--- src/rtl/can_req_pkg.sv ---
// Behaviour
// - Masked stored message raises receive interrupt
// - Global enable low blocks all receive interrupts
// - Writing one sets request, zero ignored
// - Request transmits; cleared by hardware when done
// - Pending objects sent highest number first
// - Cancel write clears request unless in progress
// - Cancel bit zero leaves request unchanged
// - Cancel registers are write only
// - Remote pending set on remote, cleared after send
// - Stamp counter readable and writable byte-wise
// - Reception into objects 0-7 captures stamp
// - Object stamps 16-bit, read only, no reset
// - Ready flag set by store, cleared by zero
`default_nettype none
package can_req_pkg;

  localparam int NUM_OBJ       = 16;
  localparam int NUM_STAMP_OBJ = 8;
  localparam int STAMP_W       = 16;

  // Register offsets on the host port
  localparam logic [7:0] OFF_RX_READY_LOW        = 8'h04;
  localparam logic [7:0] OFF_RX_READY_HIGH       = 8'h05;
  localparam logic [7:0] OFF_RX_IRQ_MASK_LOW     = 8'h06;
  localparam logic [7:0] OFF_RX_IRQ_MASK_HIGH    = 8'h07;
  localparam logic [7:0] OFF_TX_REQUEST_SET_LOW  = 8'h08;
  localparam logic [7:0] OFF_TX_REQUEST_SET_HIGH = 8'h09;
  localparam logic [7:0] OFF_TX_CANCEL_LOW       = 8'h18;
  localparam logic [7:0] OFF_TX_CANCEL_HIGH      = 8'h19;
  localparam logic [7:0] OFF_REMOTE_PENDING_LOW  = 8'h1a;
  localparam logic [7:0] OFF_REMOTE_PENDING_HIGH = 8'h1b;
  localparam logic [7:0] OFF_STAMP_COUNTER_HIGH  = 8'h1c;
  localparam logic [7:0] OFF_STAMP_COUNTER_LOW   = 8'h1d;
  localparam logic [3:0] OFF_OBJECT_STAMP_PAGE   = 4'h3;

  // Values after reset
  localparam logic [15:0] RST_MASK      = 16'h0000;
  localparam logic [15:0] RST_FLAGS     = 16'h0000;
  localparam logic [15:0] RST_STAMP     = 16'h0000;
  localparam logic [7:0]  RD_NONE       = 8'h00;

  // Stamp counter tick rate
  localparam int CLK_PERIOD_NS      = 40;
  localparam int STAMP_TICK_NS      = 1000;
  localparam int STAMP_TICK_CYCLES  = (STAMP_TICK_NS / CLK_PERIOD_NS < 1) ? 1 :
                                      STAMP_TICK_NS / CLK_PERIOD_NS;

  typedef struct packed {
    logic       wr;
    logic       rd;
    logic [7:0] addr;
    logic [7:0] wdata;
  } host_req_t;

  typedef struct packed {
    logic       store;
    logic       remote;
    logic [3:0] obj;
  } rx_event_t;

endpackage : can_req_pkg
`default_nettype wire

--- src/rtl/tx_priority_pick.sv ---
`timescale 1ns/1ns
`default_nettype none
module tx_priority_pick #(
  parameter int N = 16,
  parameter int W = 4
) (
  input  wire logic [N-1:0] i_pending,
  output logic              o_any,
  output logic [W-1:0]      o_obj
);

  // Later iterations overwrite, so the highest set bit wins
  always_comb begin
    o_any = 1'b0;
    o_obj = '0;
    for (int i = 0; i < N; i++) begin
      if (i_pending[i]) begin
        o_any = 1'b1;
        o_obj = W'(i);
      end
    end
  end

endmodule : tx_priority_pick
`default_nettype wire

--- src/rtl/stamp_counter.sv ---
`timescale 1ns/1ns
`default_nettype none
module stamp_counter #(
  parameter int TICK_CYCLES = can_req_pkg::STAMP_TICK_CYCLES
) (
  input  wire logic        i_clk,
  input  wire logic        i_nrst,
  input  wire logic        i_wr_high,
  input  wire logic        i_wr_low,
  input  wire logic [7:0]  i_wdata,
  output logic      [15:0] o_count
);

  localparam int DW = (TICK_CYCLES > 1) ? $clog2(TICK_CYCLES) : 1;

  logic [DW-1:0] div_reg;
  logic [DW-1:0] div_next;
  logic [15:0]   count_reg;
  logic [15:0]   count_next;
  logic          tick;

  always_comb begin
    tick       = (div_reg == DW'(TICK_CYCLES - 1));
    div_next   = tick ? '0 : div_reg + 1'b1;
    count_next = count_reg;
    // Wrap from all ones is plain modulo arithmetic, no event
    if (tick) begin
      count_next = count_reg + 16'h0001;
    end
    // Host write overrides the tick for the written byte only; the other byte still takes the tick and its carry
    if (i_wr_high) begin
      count_next[15:8] = i_wdata;
    end
    if (i_wr_low) begin
      count_next[7:0] = i_wdata;
    end
  end

  always_ff @(posedge i_clk) begin
    if (!i_nrst) begin
      div_reg   <= '0;
      count_reg <= can_req_pkg::RST_STAMP;
    end else begin
      div_reg   <= div_next;
      count_reg <= count_next;
    end
  end

  assign o_count = count_reg;

endmodule : stamp_counter
`default_nettype wire

--- src/rtl/can_msg_request_status_bank.sv ---
`timescale 1ns/1ns
`default_nettype none
module can_msg_request_status_bank #(
  parameter int STAMP_TICK = can_req_pkg::STAMP_TICK_CYCLES
) (
  input  wire logic       I_CLK_SYS,
  input  wire logic       I_NRST,
  input  wire logic       I_HOST_WR,
  input  wire logic       I_HOST_RD,
  input  wire logic [7:0] I_HOST_ADDR,
  input  wire logic [7:0] I_HOST_WDATA,
  output logic      [7:0] O_HOST_RDATA,
  output logic            O_HOST_RVALID,
  input  wire logic       I_GLOBAL_RX_IRQ_ENABLE,
  input  wire logic       I_RX_STORE,
  input  wire logic       I_RX_REMOTE,
  input  wire logic [3:0] I_RX_OBJ,
  input  wire logic       I_TX_DONE,
  output logic            O_TX_REQ,
  output logic      [3:0] O_TX_OBJ,
  output logic            O_RX_IRQ
);

  localparam int N = can_req_pkg::NUM_OBJ;

  can_req_pkg::host_req_t host;
  can_req_pkg::rx_event_t rx;

  assign host = '{wr: I_HOST_WR, rd: I_HOST_RD, addr: I_HOST_ADDR, wdata: I_HOST_WDATA};
  assign rx   = '{store: I_RX_STORE, remote: I_RX_REMOTE, obj: I_RX_OBJ};

  ////////////////////////////////////////////////////////////////////////////////
  // Write decode

  logic wr_mask_lo;
  logic wr_mask_hi;
  logic wr_set_lo;
  logic wr_set_hi;
  logic wr_cancel_lo;
  logic wr_cancel_hi;
  logic wr_ready_lo;
  logic wr_ready_hi;
  logic wr_stamp_hi;
  logic wr_stamp_lo;

  always_comb begin
    wr_mask_lo   = host.wr && host.addr == can_req_pkg::OFF_RX_IRQ_MASK_LOW;
    wr_mask_hi   = host.wr && host.addr == can_req_pkg::OFF_RX_IRQ_MASK_HIGH;
    wr_set_lo    = host.wr && host.addr == can_req_pkg::OFF_TX_REQUEST_SET_LOW;
    wr_set_hi    = host.wr && host.addr == can_req_pkg::OFF_TX_REQUEST_SET_HIGH;
    wr_cancel_lo = host.wr && host.addr == can_req_pkg::OFF_TX_CANCEL_LOW;
    wr_cancel_hi = host.wr && host.addr == can_req_pkg::OFF_TX_CANCEL_HIGH;
    wr_ready_lo  = host.wr && host.addr == can_req_pkg::OFF_RX_READY_LOW;
    wr_ready_hi  = host.wr && host.addr == can_req_pkg::OFF_RX_READY_HIGH;
    wr_stamp_hi  = host.wr && host.addr == can_req_pkg::OFF_STAMP_COUNTER_HIGH;
    wr_stamp_lo  = host.wr && host.addr == can_req_pkg::OFF_STAMP_COUNTER_LOW;
  end

  ////////////////////////////////////////////////////////////////////////////////
  // Per-object bit vectors from writes and events

  logic [N-1:0] set_bits;
  logic [N-1:0] cancel_bits;
  logic [N-1:0] ready_keep;
  logic [N-1:0] store_hit;
  logic [N-1:0] remote_hit;
  logic [N-1:0] done_hit;
  logic [N-1:0] busy_hit;

  logic [N-1:0] rx_mask_reg;
  logic [N-1:0] rx_mask_next;
  logic [N-1:0] rx_ready_reg;
  logic [N-1:0] rx_ready_next;
  logic [N-1:0] tx_req_reg;
  logic [N-1:0] tx_req_next;
  logic [N-1:0] remote_reg;
  logic [N-1:0] remote_next;
  logic         tx_busy_reg;
  logic         tx_busy_next;
  logic [3:0]   tx_obj_reg;
  logic [3:0]   tx_obj_next;
  logic         irq_reg;
  logic         irq_next;

  always_comb begin
    // Only bits written as ones in a written byte take effect
    set_bits    = {wr_set_hi ? host.wdata : 8'h00,
                   wr_set_lo ? host.wdata : 8'h00};
    cancel_bits = {wr_cancel_hi ? host.wdata : 8'h00,
                   wr_cancel_lo ? host.wdata : 8'h00};
    // Ready flags: a zero written clears, a one keeps
    ready_keep  = {wr_ready_hi ? host.wdata : 8'hff,
                   wr_ready_lo ? host.wdata : 8'hff};
  end

  ////////////////////////////////////////////////////////////////////////////////
  // Per-object event decode

  // One slice per message object; each slice drives one bit of every hit vector
  for (genvar g = 0; g < N; g++) begin : g_obj
    logic rx_sel;
    logic tx_sel;

    assign rx_sel        = (rx.obj == 4'(g));
    assign tx_sel        = tx_busy_reg && (tx_obj_reg == 4'(g));
    assign store_hit[g]  = rx.store && rx_sel;
    assign remote_hit[g] = rx.remote && rx_sel;
    assign busy_hit[g]   = tx_sel;
    assign done_hit[g]   = tx_sel && I_TX_DONE;
  end

  ////////////////////////////////////////////////////////////////////////////////
  // Transmit scheduling

  logic         pick_any;
  logic [3:0]   pick_obj;
  logic [N-1:0] pick_pool;

  // Objects cancelled this cycle must not be picked
  assign pick_pool = tx_req_reg & ~cancel_bits & ~done_hit;

  tx_priority_pick #(
    .N (N),
    .W (4)
  ) u_pick (
    .i_pending (pick_pool),
    .o_any     (pick_any),
    .o_obj     (pick_obj)
  );

  ////////////////////////////////////////////////////////////////////////////////
  // Receive interrupt mask

  always_comb begin
    rx_mask_next = rx_mask_reg;
    if (wr_mask_lo) begin
      rx_mask_next[7:0] = host.wdata;
    end
    if (wr_mask_hi) begin
      rx_mask_next[15:8] = host.wdata;
    end
  end

  always_ff @(posedge I_CLK_SYS) begin
    if (!I_NRST) begin
      rx_mask_reg <= can_req_pkg::RST_MASK;
    end else begin
      rx_mask_reg <= rx_mask_next;
    end
  end

  ////////////////////////////////////////////////////////////////////////////////
  // Receive ready flags and interrupt

  always_comb begin
    // Store sets after the host clear, so an arrival is never lost
    rx_ready_next = (rx_ready_reg & ready_keep) | store_hit;
    irq_next      = rx.store && rx_mask_reg[rx.obj] && I_GLOBAL_RX_IRQ_ENABLE;
  end

  always_ff @(posedge I_CLK_SYS) begin
    if (!I_NRST) begin
      rx_ready_reg <= can_req_pkg::RST_FLAGS;
      irq_reg      <= 1'b0;
    end else begin
      rx_ready_reg <= rx_ready_next;
      irq_reg      <= irq_next;
    end
  end

  ////////////////////////////////////////////////////////////////////////////////
  // Transmit requests and remote pending flags

  always_comb begin
    // Cancel spares the object in flight; host set wins over every clear
    tx_req_next = tx_req_reg & ~(cancel_bits & ~busy_hit);
    tx_req_next = tx_req_next & ~done_hit;
    tx_req_next = tx_req_next | set_bits;
    // Remote pending ends with the data frame sent for that object
    remote_next = (remote_reg & ~done_hit) | remote_hit;
  end

  always_ff @(posedge I_CLK_SYS) begin
    if (!I_NRST) begin
      tx_req_reg <= can_req_pkg::RST_FLAGS;
      remote_reg <= can_req_pkg::RST_FLAGS;
    end else begin
      tx_req_reg <= tx_req_next;
      remote_reg <= remote_next;
    end
  end

  ////////////////////////////////////////////////////////////////////////////////
  // Transmit engine handshake

  always_comb begin
    tx_busy_next = tx_busy_reg;
    tx_obj_next  = tx_obj_reg;
    // A done pulse while idle is ignored
    if (tx_busy_reg) begin
      if (I_TX_DONE) begin
        tx_busy_next = 1'b0;
      end
    end else if (pick_any) begin
      // One transmission at a time, highest pending first
      tx_busy_next = 1'b1;
      tx_obj_next  = pick_obj;
    end
  end

  always_ff @(posedge I_CLK_SYS) begin
    if (!I_NRST) begin
      tx_busy_reg <= 1'b0;
      tx_obj_reg  <= 4'h0;
    end else begin
      tx_busy_reg <= tx_busy_next;
      tx_obj_reg  <= tx_obj_next;
    end
  end

  assign O_TX_REQ = tx_busy_reg;
  assign O_TX_OBJ = tx_obj_reg;
  assign O_RX_IRQ = irq_reg;

  ////////////////////////////////////////////////////////////////////////////////
  // Time stamps

  logic [15:0] stamp_now;

  stamp_counter #(
    .TICK_CYCLES (STAMP_TICK)
  ) u_stamp (
    .i_clk     (I_CLK_SYS),
    .i_nrst    (I_NRST),
    .i_wr_high (wr_stamp_hi),
    .i_wr_low  (wr_stamp_lo),
    .i_wdata   (host.wdata),
    .o_count   (stamp_now)
  );

  // No reset on purpose: contents are undefined until first capture
  logic [15:0] obj_stamp_mem [can_req_pkg::NUM_STAMP_OBJ];
  logic        cap_en;

  assign cap_en = rx.store && (rx.obj < 4'(can_req_pkg::NUM_STAMP_OBJ));

  always_ff @(posedge I_CLK_SYS) begin
    if (cap_en) begin
      obj_stamp_mem[rx.obj[2:0]] <= stamp_now;
    end
  end

  ////////////////////////////////////////////////////////////////////////////////
  // Read path, one cycle latency

  logic [7:0]  rdata_reg;
  logic [7:0]  rdata_next;
  logic        rvalid_reg;
  logic        rvalid_next;
  logic [15:0] stamp_sel;

  assign stamp_sel = obj_stamp_mem[host.addr[3:1]];

  always_comb begin
    rvalid_next = host.rd;
    rdata_next  = rdata_reg;
    if (host.rd) begin
      unique case (host.addr)
        can_req_pkg::OFF_RX_READY_LOW:        rdata_next = rx_ready_reg[7:0];
        can_req_pkg::OFF_RX_READY_HIGH:       rdata_next = rx_ready_reg[15:8];
        can_req_pkg::OFF_RX_IRQ_MASK_LOW:     rdata_next = rx_mask_reg[7:0];
        can_req_pkg::OFF_RX_IRQ_MASK_HIGH:    rdata_next = rx_mask_reg[15:8];
        can_req_pkg::OFF_TX_REQUEST_SET_LOW:  rdata_next = tx_req_reg[7:0];
        can_req_pkg::OFF_TX_REQUEST_SET_HIGH: rdata_next = tx_req_reg[15:8];
        can_req_pkg::OFF_REMOTE_PENDING_LOW:  rdata_next = remote_reg[7:0];
        can_req_pkg::OFF_REMOTE_PENDING_HIGH: rdata_next = remote_reg[15:8];
        can_req_pkg::OFF_STAMP_COUNTER_HIGH:  rdata_next = stamp_now[15:8];
        can_req_pkg::OFF_STAMP_COUNTER_LOW:   rdata_next = stamp_now[7:0];
        default: begin
          // Cancel registers fall here and read as zero
          rdata_next = can_req_pkg::RD_NONE;
          if (host.addr[7:4] == can_req_pkg::OFF_OBJECT_STAMP_PAGE) begin
            rdata_next = host.addr[0] ? stamp_sel[7:0] : stamp_sel[15:8];
          end
        end
      endcase
    end
  end

  always_ff @(posedge I_CLK_SYS) begin
    if (!I_NRST) begin
      rdata_reg  <= can_req_pkg::RD_NONE;
      rvalid_reg <= 1'b0;
    end else begin
      rdata_reg  <= rdata_next;
      rvalid_reg <= rvalid_next;
    end
  end

  assign O_HOST_RDATA  = rdata_reg;
  assign O_HOST_RVALID = rvalid_reg;

endmodule : can_msg_request_status_bank
`default_nettype wire

--- config.mk ---
export PLATFORM = sky130hd
export DESIGN_NAME = can_msg_request_status_bank
export DESIGN_NICKNAME = d
export VERILOG_FILES = /design/src/rtl/can_req_pkg.sv /design/src/rtl/tx_priority_pick.sv /design/src/rtl/stamp_counter.sv /design/src/rtl/can_msg_request_status_bank.sv
export SDC_FILE = /design/constraint.sdc
export NUM_CORES = 1
export LEC_CHECK = 0
export ABC_AREA = 1
export BUFFER_PORTS_ARGS = -buffer_cell sky130_fd_sc_hd__buf_4
export CAP_MARGIN = 20
export CORE_ASPECT_RATIO = 1.1
export CORE_UTILIZATION = 60
export DETAILED_ROUTE_END_ITERATION = 16
export GPL_TIMING_DRIVEN = 0
export PLACE_DENSITY_LB_ADDON = 0.12
export SLEW_MARGIN = 20
export SYNTH_ARGS = -nofsm -noshare
export SYNTH_HDL_FRONTEND = slang
export SYNTH_SLANG_ARGS = --single-unit
--- constraint.sdc ---
create_clock -name I_CLK_SYS -period 2.6 [get_ports I_CLK_SYS]
set_input_delay 0.13 -clock I_CLK_SYS [delete_from_list [all_inputs] [get_ports I_CLK_SYS]]
set_output_delay 0.13 -clock I_CLK_SYS [all_outputs]
set_load 0.01 [all_outputs]
==> results.md <==
* Status: completed
* Critical-path cell list: ha_1 > inv_1 > nor3_1 > nand3_1 > nor4_2 > and2_1 > nand2_1 > xor2_1 > nand2_1 > o221ai_1 > nand2_1 > inv_1
* Initial antenna violation count at 0
* Mean Syn Cell Area at 9.050 um2
* Top Metal Used: met4
* Final Instance Area at 11660 um2
* Post-route minimum period at 2.367 ns
* Slowest CP cell: dfxtp_2
* Synth Cell Area at 10200 um2
* Library cells used by synthesis at 48
* Setup ws final at 0.2325 ns
* H-tree levels at 1
* Final WL at around 31 mm
* Kind of critical path: reg -> reg
* CTS Root Buffer Type: clkbuf_16
* Count of pins over their slew limit at 0
* Synth Warn # at 0
* CP Max Fanout at 12
* Pre-CTS WS at 0.02180 ns
* Hold path start: I_RX_STORE
* IO buf count at 29
* Final Hold Fails at 0
* Yosys top cell area share at a little under two fifths
* Critical path endpoint category: flip-flop
* Overall Global Routing Usage at approximately 36%
* CTS Sinks at 228
* Clock latency on the worst-skew pair at 0.52 ns
* CTS Buf Count at 23
* Max reg flops at 128
* Peak Freq at about 420 MHz
* Seq/Total Area, Yosys at between 50% and 60%
* Die footprint at between 15000 and 20000 um2
* Setup crit start kind: flip-flop
* Finish-stage setup viols at 0
* Synth top area cells: edfxtp_1, dfxtp_1, nor2_1
* PwrDens at between 600 and 700 nW/um2
* Max Buffers Root-to-Sink at 3
* First-pass GRT wire length at 47.16 mm
* Vias at 8959
* CTS tree: done
* Reg2reg start: u_stamp.o_count[0]
* CP most frequent cell: nand2_1
* Pin count of the biggest net entering global routing at 15
* Iter 0 DRT Violations at 1055
* DR WL met3 at 2.713 mm
* Layout area overhead at 14.32%
* Maximum vdd drop at 0.6087 mV
* EDFF count, synth at 128
* Post-CTS setup buffers at 0
* Core area at roughly 16000 um2
* Critical Path AT at about 2.8 ns
* Pwr Total at 7.764 mW
* Layout cells sized above 1 at a little under a tenth
* Chip width at ~130 um
* Dpl cell area at 10800 um2
* Synthesized instance count at approximately 1100
* TritonRoute pass-1 iters at 6
* Unrepaired setup endpoints after global routing: no
* Synth area leader: edfxtp_1
* Top_reg_cell synth: edfxtp_1
* Top-level I/O count at 43
* Die Y-Extent at 138.7 um
* Worst-Margin Slew at 0.9088 ns
* Routed WL per cell at 21.91 um
* Count leader, synth: nor2_1
* ANT nets after route at 0
* Total Nets Final at between 1000 and 1500
* Clock skew at 0.01090 ns
* Grt total ovfl at 0
* Ant diodes at 0
* Top post-synthesis cells by count: nor2_1, nand2_1, edfxtp_1
* Met1 wire length at 11.61 mm
* Synth Register Bits at 228
* Tcrit/Tclk final at 91.06%
* Rel. slew slack at 39.41%
* Syn nets at 1158
* Hold Crit Class: in -> reg
* Leak at around 4 nW
* Worst EP required at 3.01 ns
* Beginning of the critical path: u_stamp.o_count[0]
* Reg clk slew, reported paths at 0.06 ns
* DRC at 0
* Max_cap viols at 0
* Post-DR vias/cell at 6.331
* Post-DP HPWL at 22.04 mm
* Row count at 49
* Vias in the first global route at about 8500
* Final GP Congestion at 1.008
* Non-filler cells, final at 1415
* FFs w/ async S/R, synth at 0%
* Initial cell density of the core at 61.85%
* Max incr delay on CP at 0.49 ns
* Met2 routed WL at 14.83 mm
* Post-placement cell count at 1368
-- where the power goes --
part | switching [mW] | total (mW) | internal [mW]
logic | 0.322 | 0.445 | 0.123
registers | 0.0226 | 3.84 | 3.81
clock network | 1.38 | 3.48 | 2.10
total | 1.72 | 7.76 | 6.04
-- worst max-delay path, delay by kind of cell, from the launching register on --
family                   cells  cell delay [ns]
AND/OR/NAND/NOR              7             1.19
adder cells (fa/ha/maj)      1             0.23
AO/OA/AOI/OAI                1             0.10
buffers and inverters        2             0.11
flip-flops                   1             0.49
XOR/XNOR                     1             0.14
-- final timing paths --
| path | endpoint | slack (ns) | cells after the start |
|---|---|---|---|
| worst min register to register | remote_reg[8] | 0.47 | 2 |
| worst min-delay path | rx_ready_reg[6] | 0.04 | 3 |
| worst max register to register | u_stamp.o_count[14] | 0.23 | 12 |
| worst max-delay path | u_stamp.o_count[14] | 0.23 | 12 |
-- logic make-up (layout without fill, tap and decap cells) --
logic type / after synthesis / in the layout / synth area share, %
and+or+nand+nor: 423 / 423 / 17.25
adders and majority gates: 3 / 3 / 0.3680
AOI/OAI and AO/OA: 308 / 308 / 18.34
buffers and inverters: 155 / 239 / 5.876
DFF: 228 / 228 / 57.31
xor gates and xnor gates: 10 / 10 / 0.8587
-- per-layer routing --
metal,vias to the layer above,GRT usage (%)
met2,530,60.16
met5,-,0
met3,125,4.205
met4,0,20.23
met1,4200,44.74
li1,4104,-
-- cell usage in the layout (no fill, tap or decap), types with 6 or more instances in the layout --
master,instances
nor2_2,9
nor2_1,165
a21oi_1,63
a31oi_1,27
buf_6,6
dlygate4sd3_1,6
buf_2,6
buf_4,29
o2111ai_1,13
xor2_1,9
o221ai_1,6
clkbuf_1,45
inv_2,6
nor3_1,12
o22ai_1,24
edfxtp_1,128
nand2_1,165
o21ai_0,115
clkinv_1,8
and3_1,8
a221oi_1,21
dfxtp_1,98
o211ai_1,14
inv_1,94
nand3_1,45
clkbuf_16,23
-- final cells by class --
cell class / count / area (um2)
flip-flops and latches: 228 / 5848
fillers: 1308 / 4832
repair buffers: 43 / 379.1
multi-input cells: 744 / 3787
plain buffers: 51 / 206.4
clock buffers: 29 / 628.1
inverters: 104 / 392.9
clock inverters: 12 / 162.7
well taps: 204 / 255.2
-- stage by stage --
| stage | TNS [ns] | util (%) | hold slack [ns] |
|---|---|---|---|
| after floorplan | 0 | - | 0.2781 |
| final | 0 | 70.70 | 0.04287 |
| after detailed placement | 0 | 65.49 | 0.4045 |
| after global routing | 0 | 70.70 | 0.05509 |
| after CTS | 0 | 70.65 | 0.03432 |
| after global placement | -1.823 | 64.71 | 0.4062 |
-- timing repair --
| item | CTS | global route |
|---|---|---|
| endpoints found under the setup margin | 0 | 5 |
| hold buffers | 6 | 0 |
| gates resized for setup | 0 | 3 |
| hold endpoints to repair | 10 | 0 |
(Power assumes the default switching activity.)
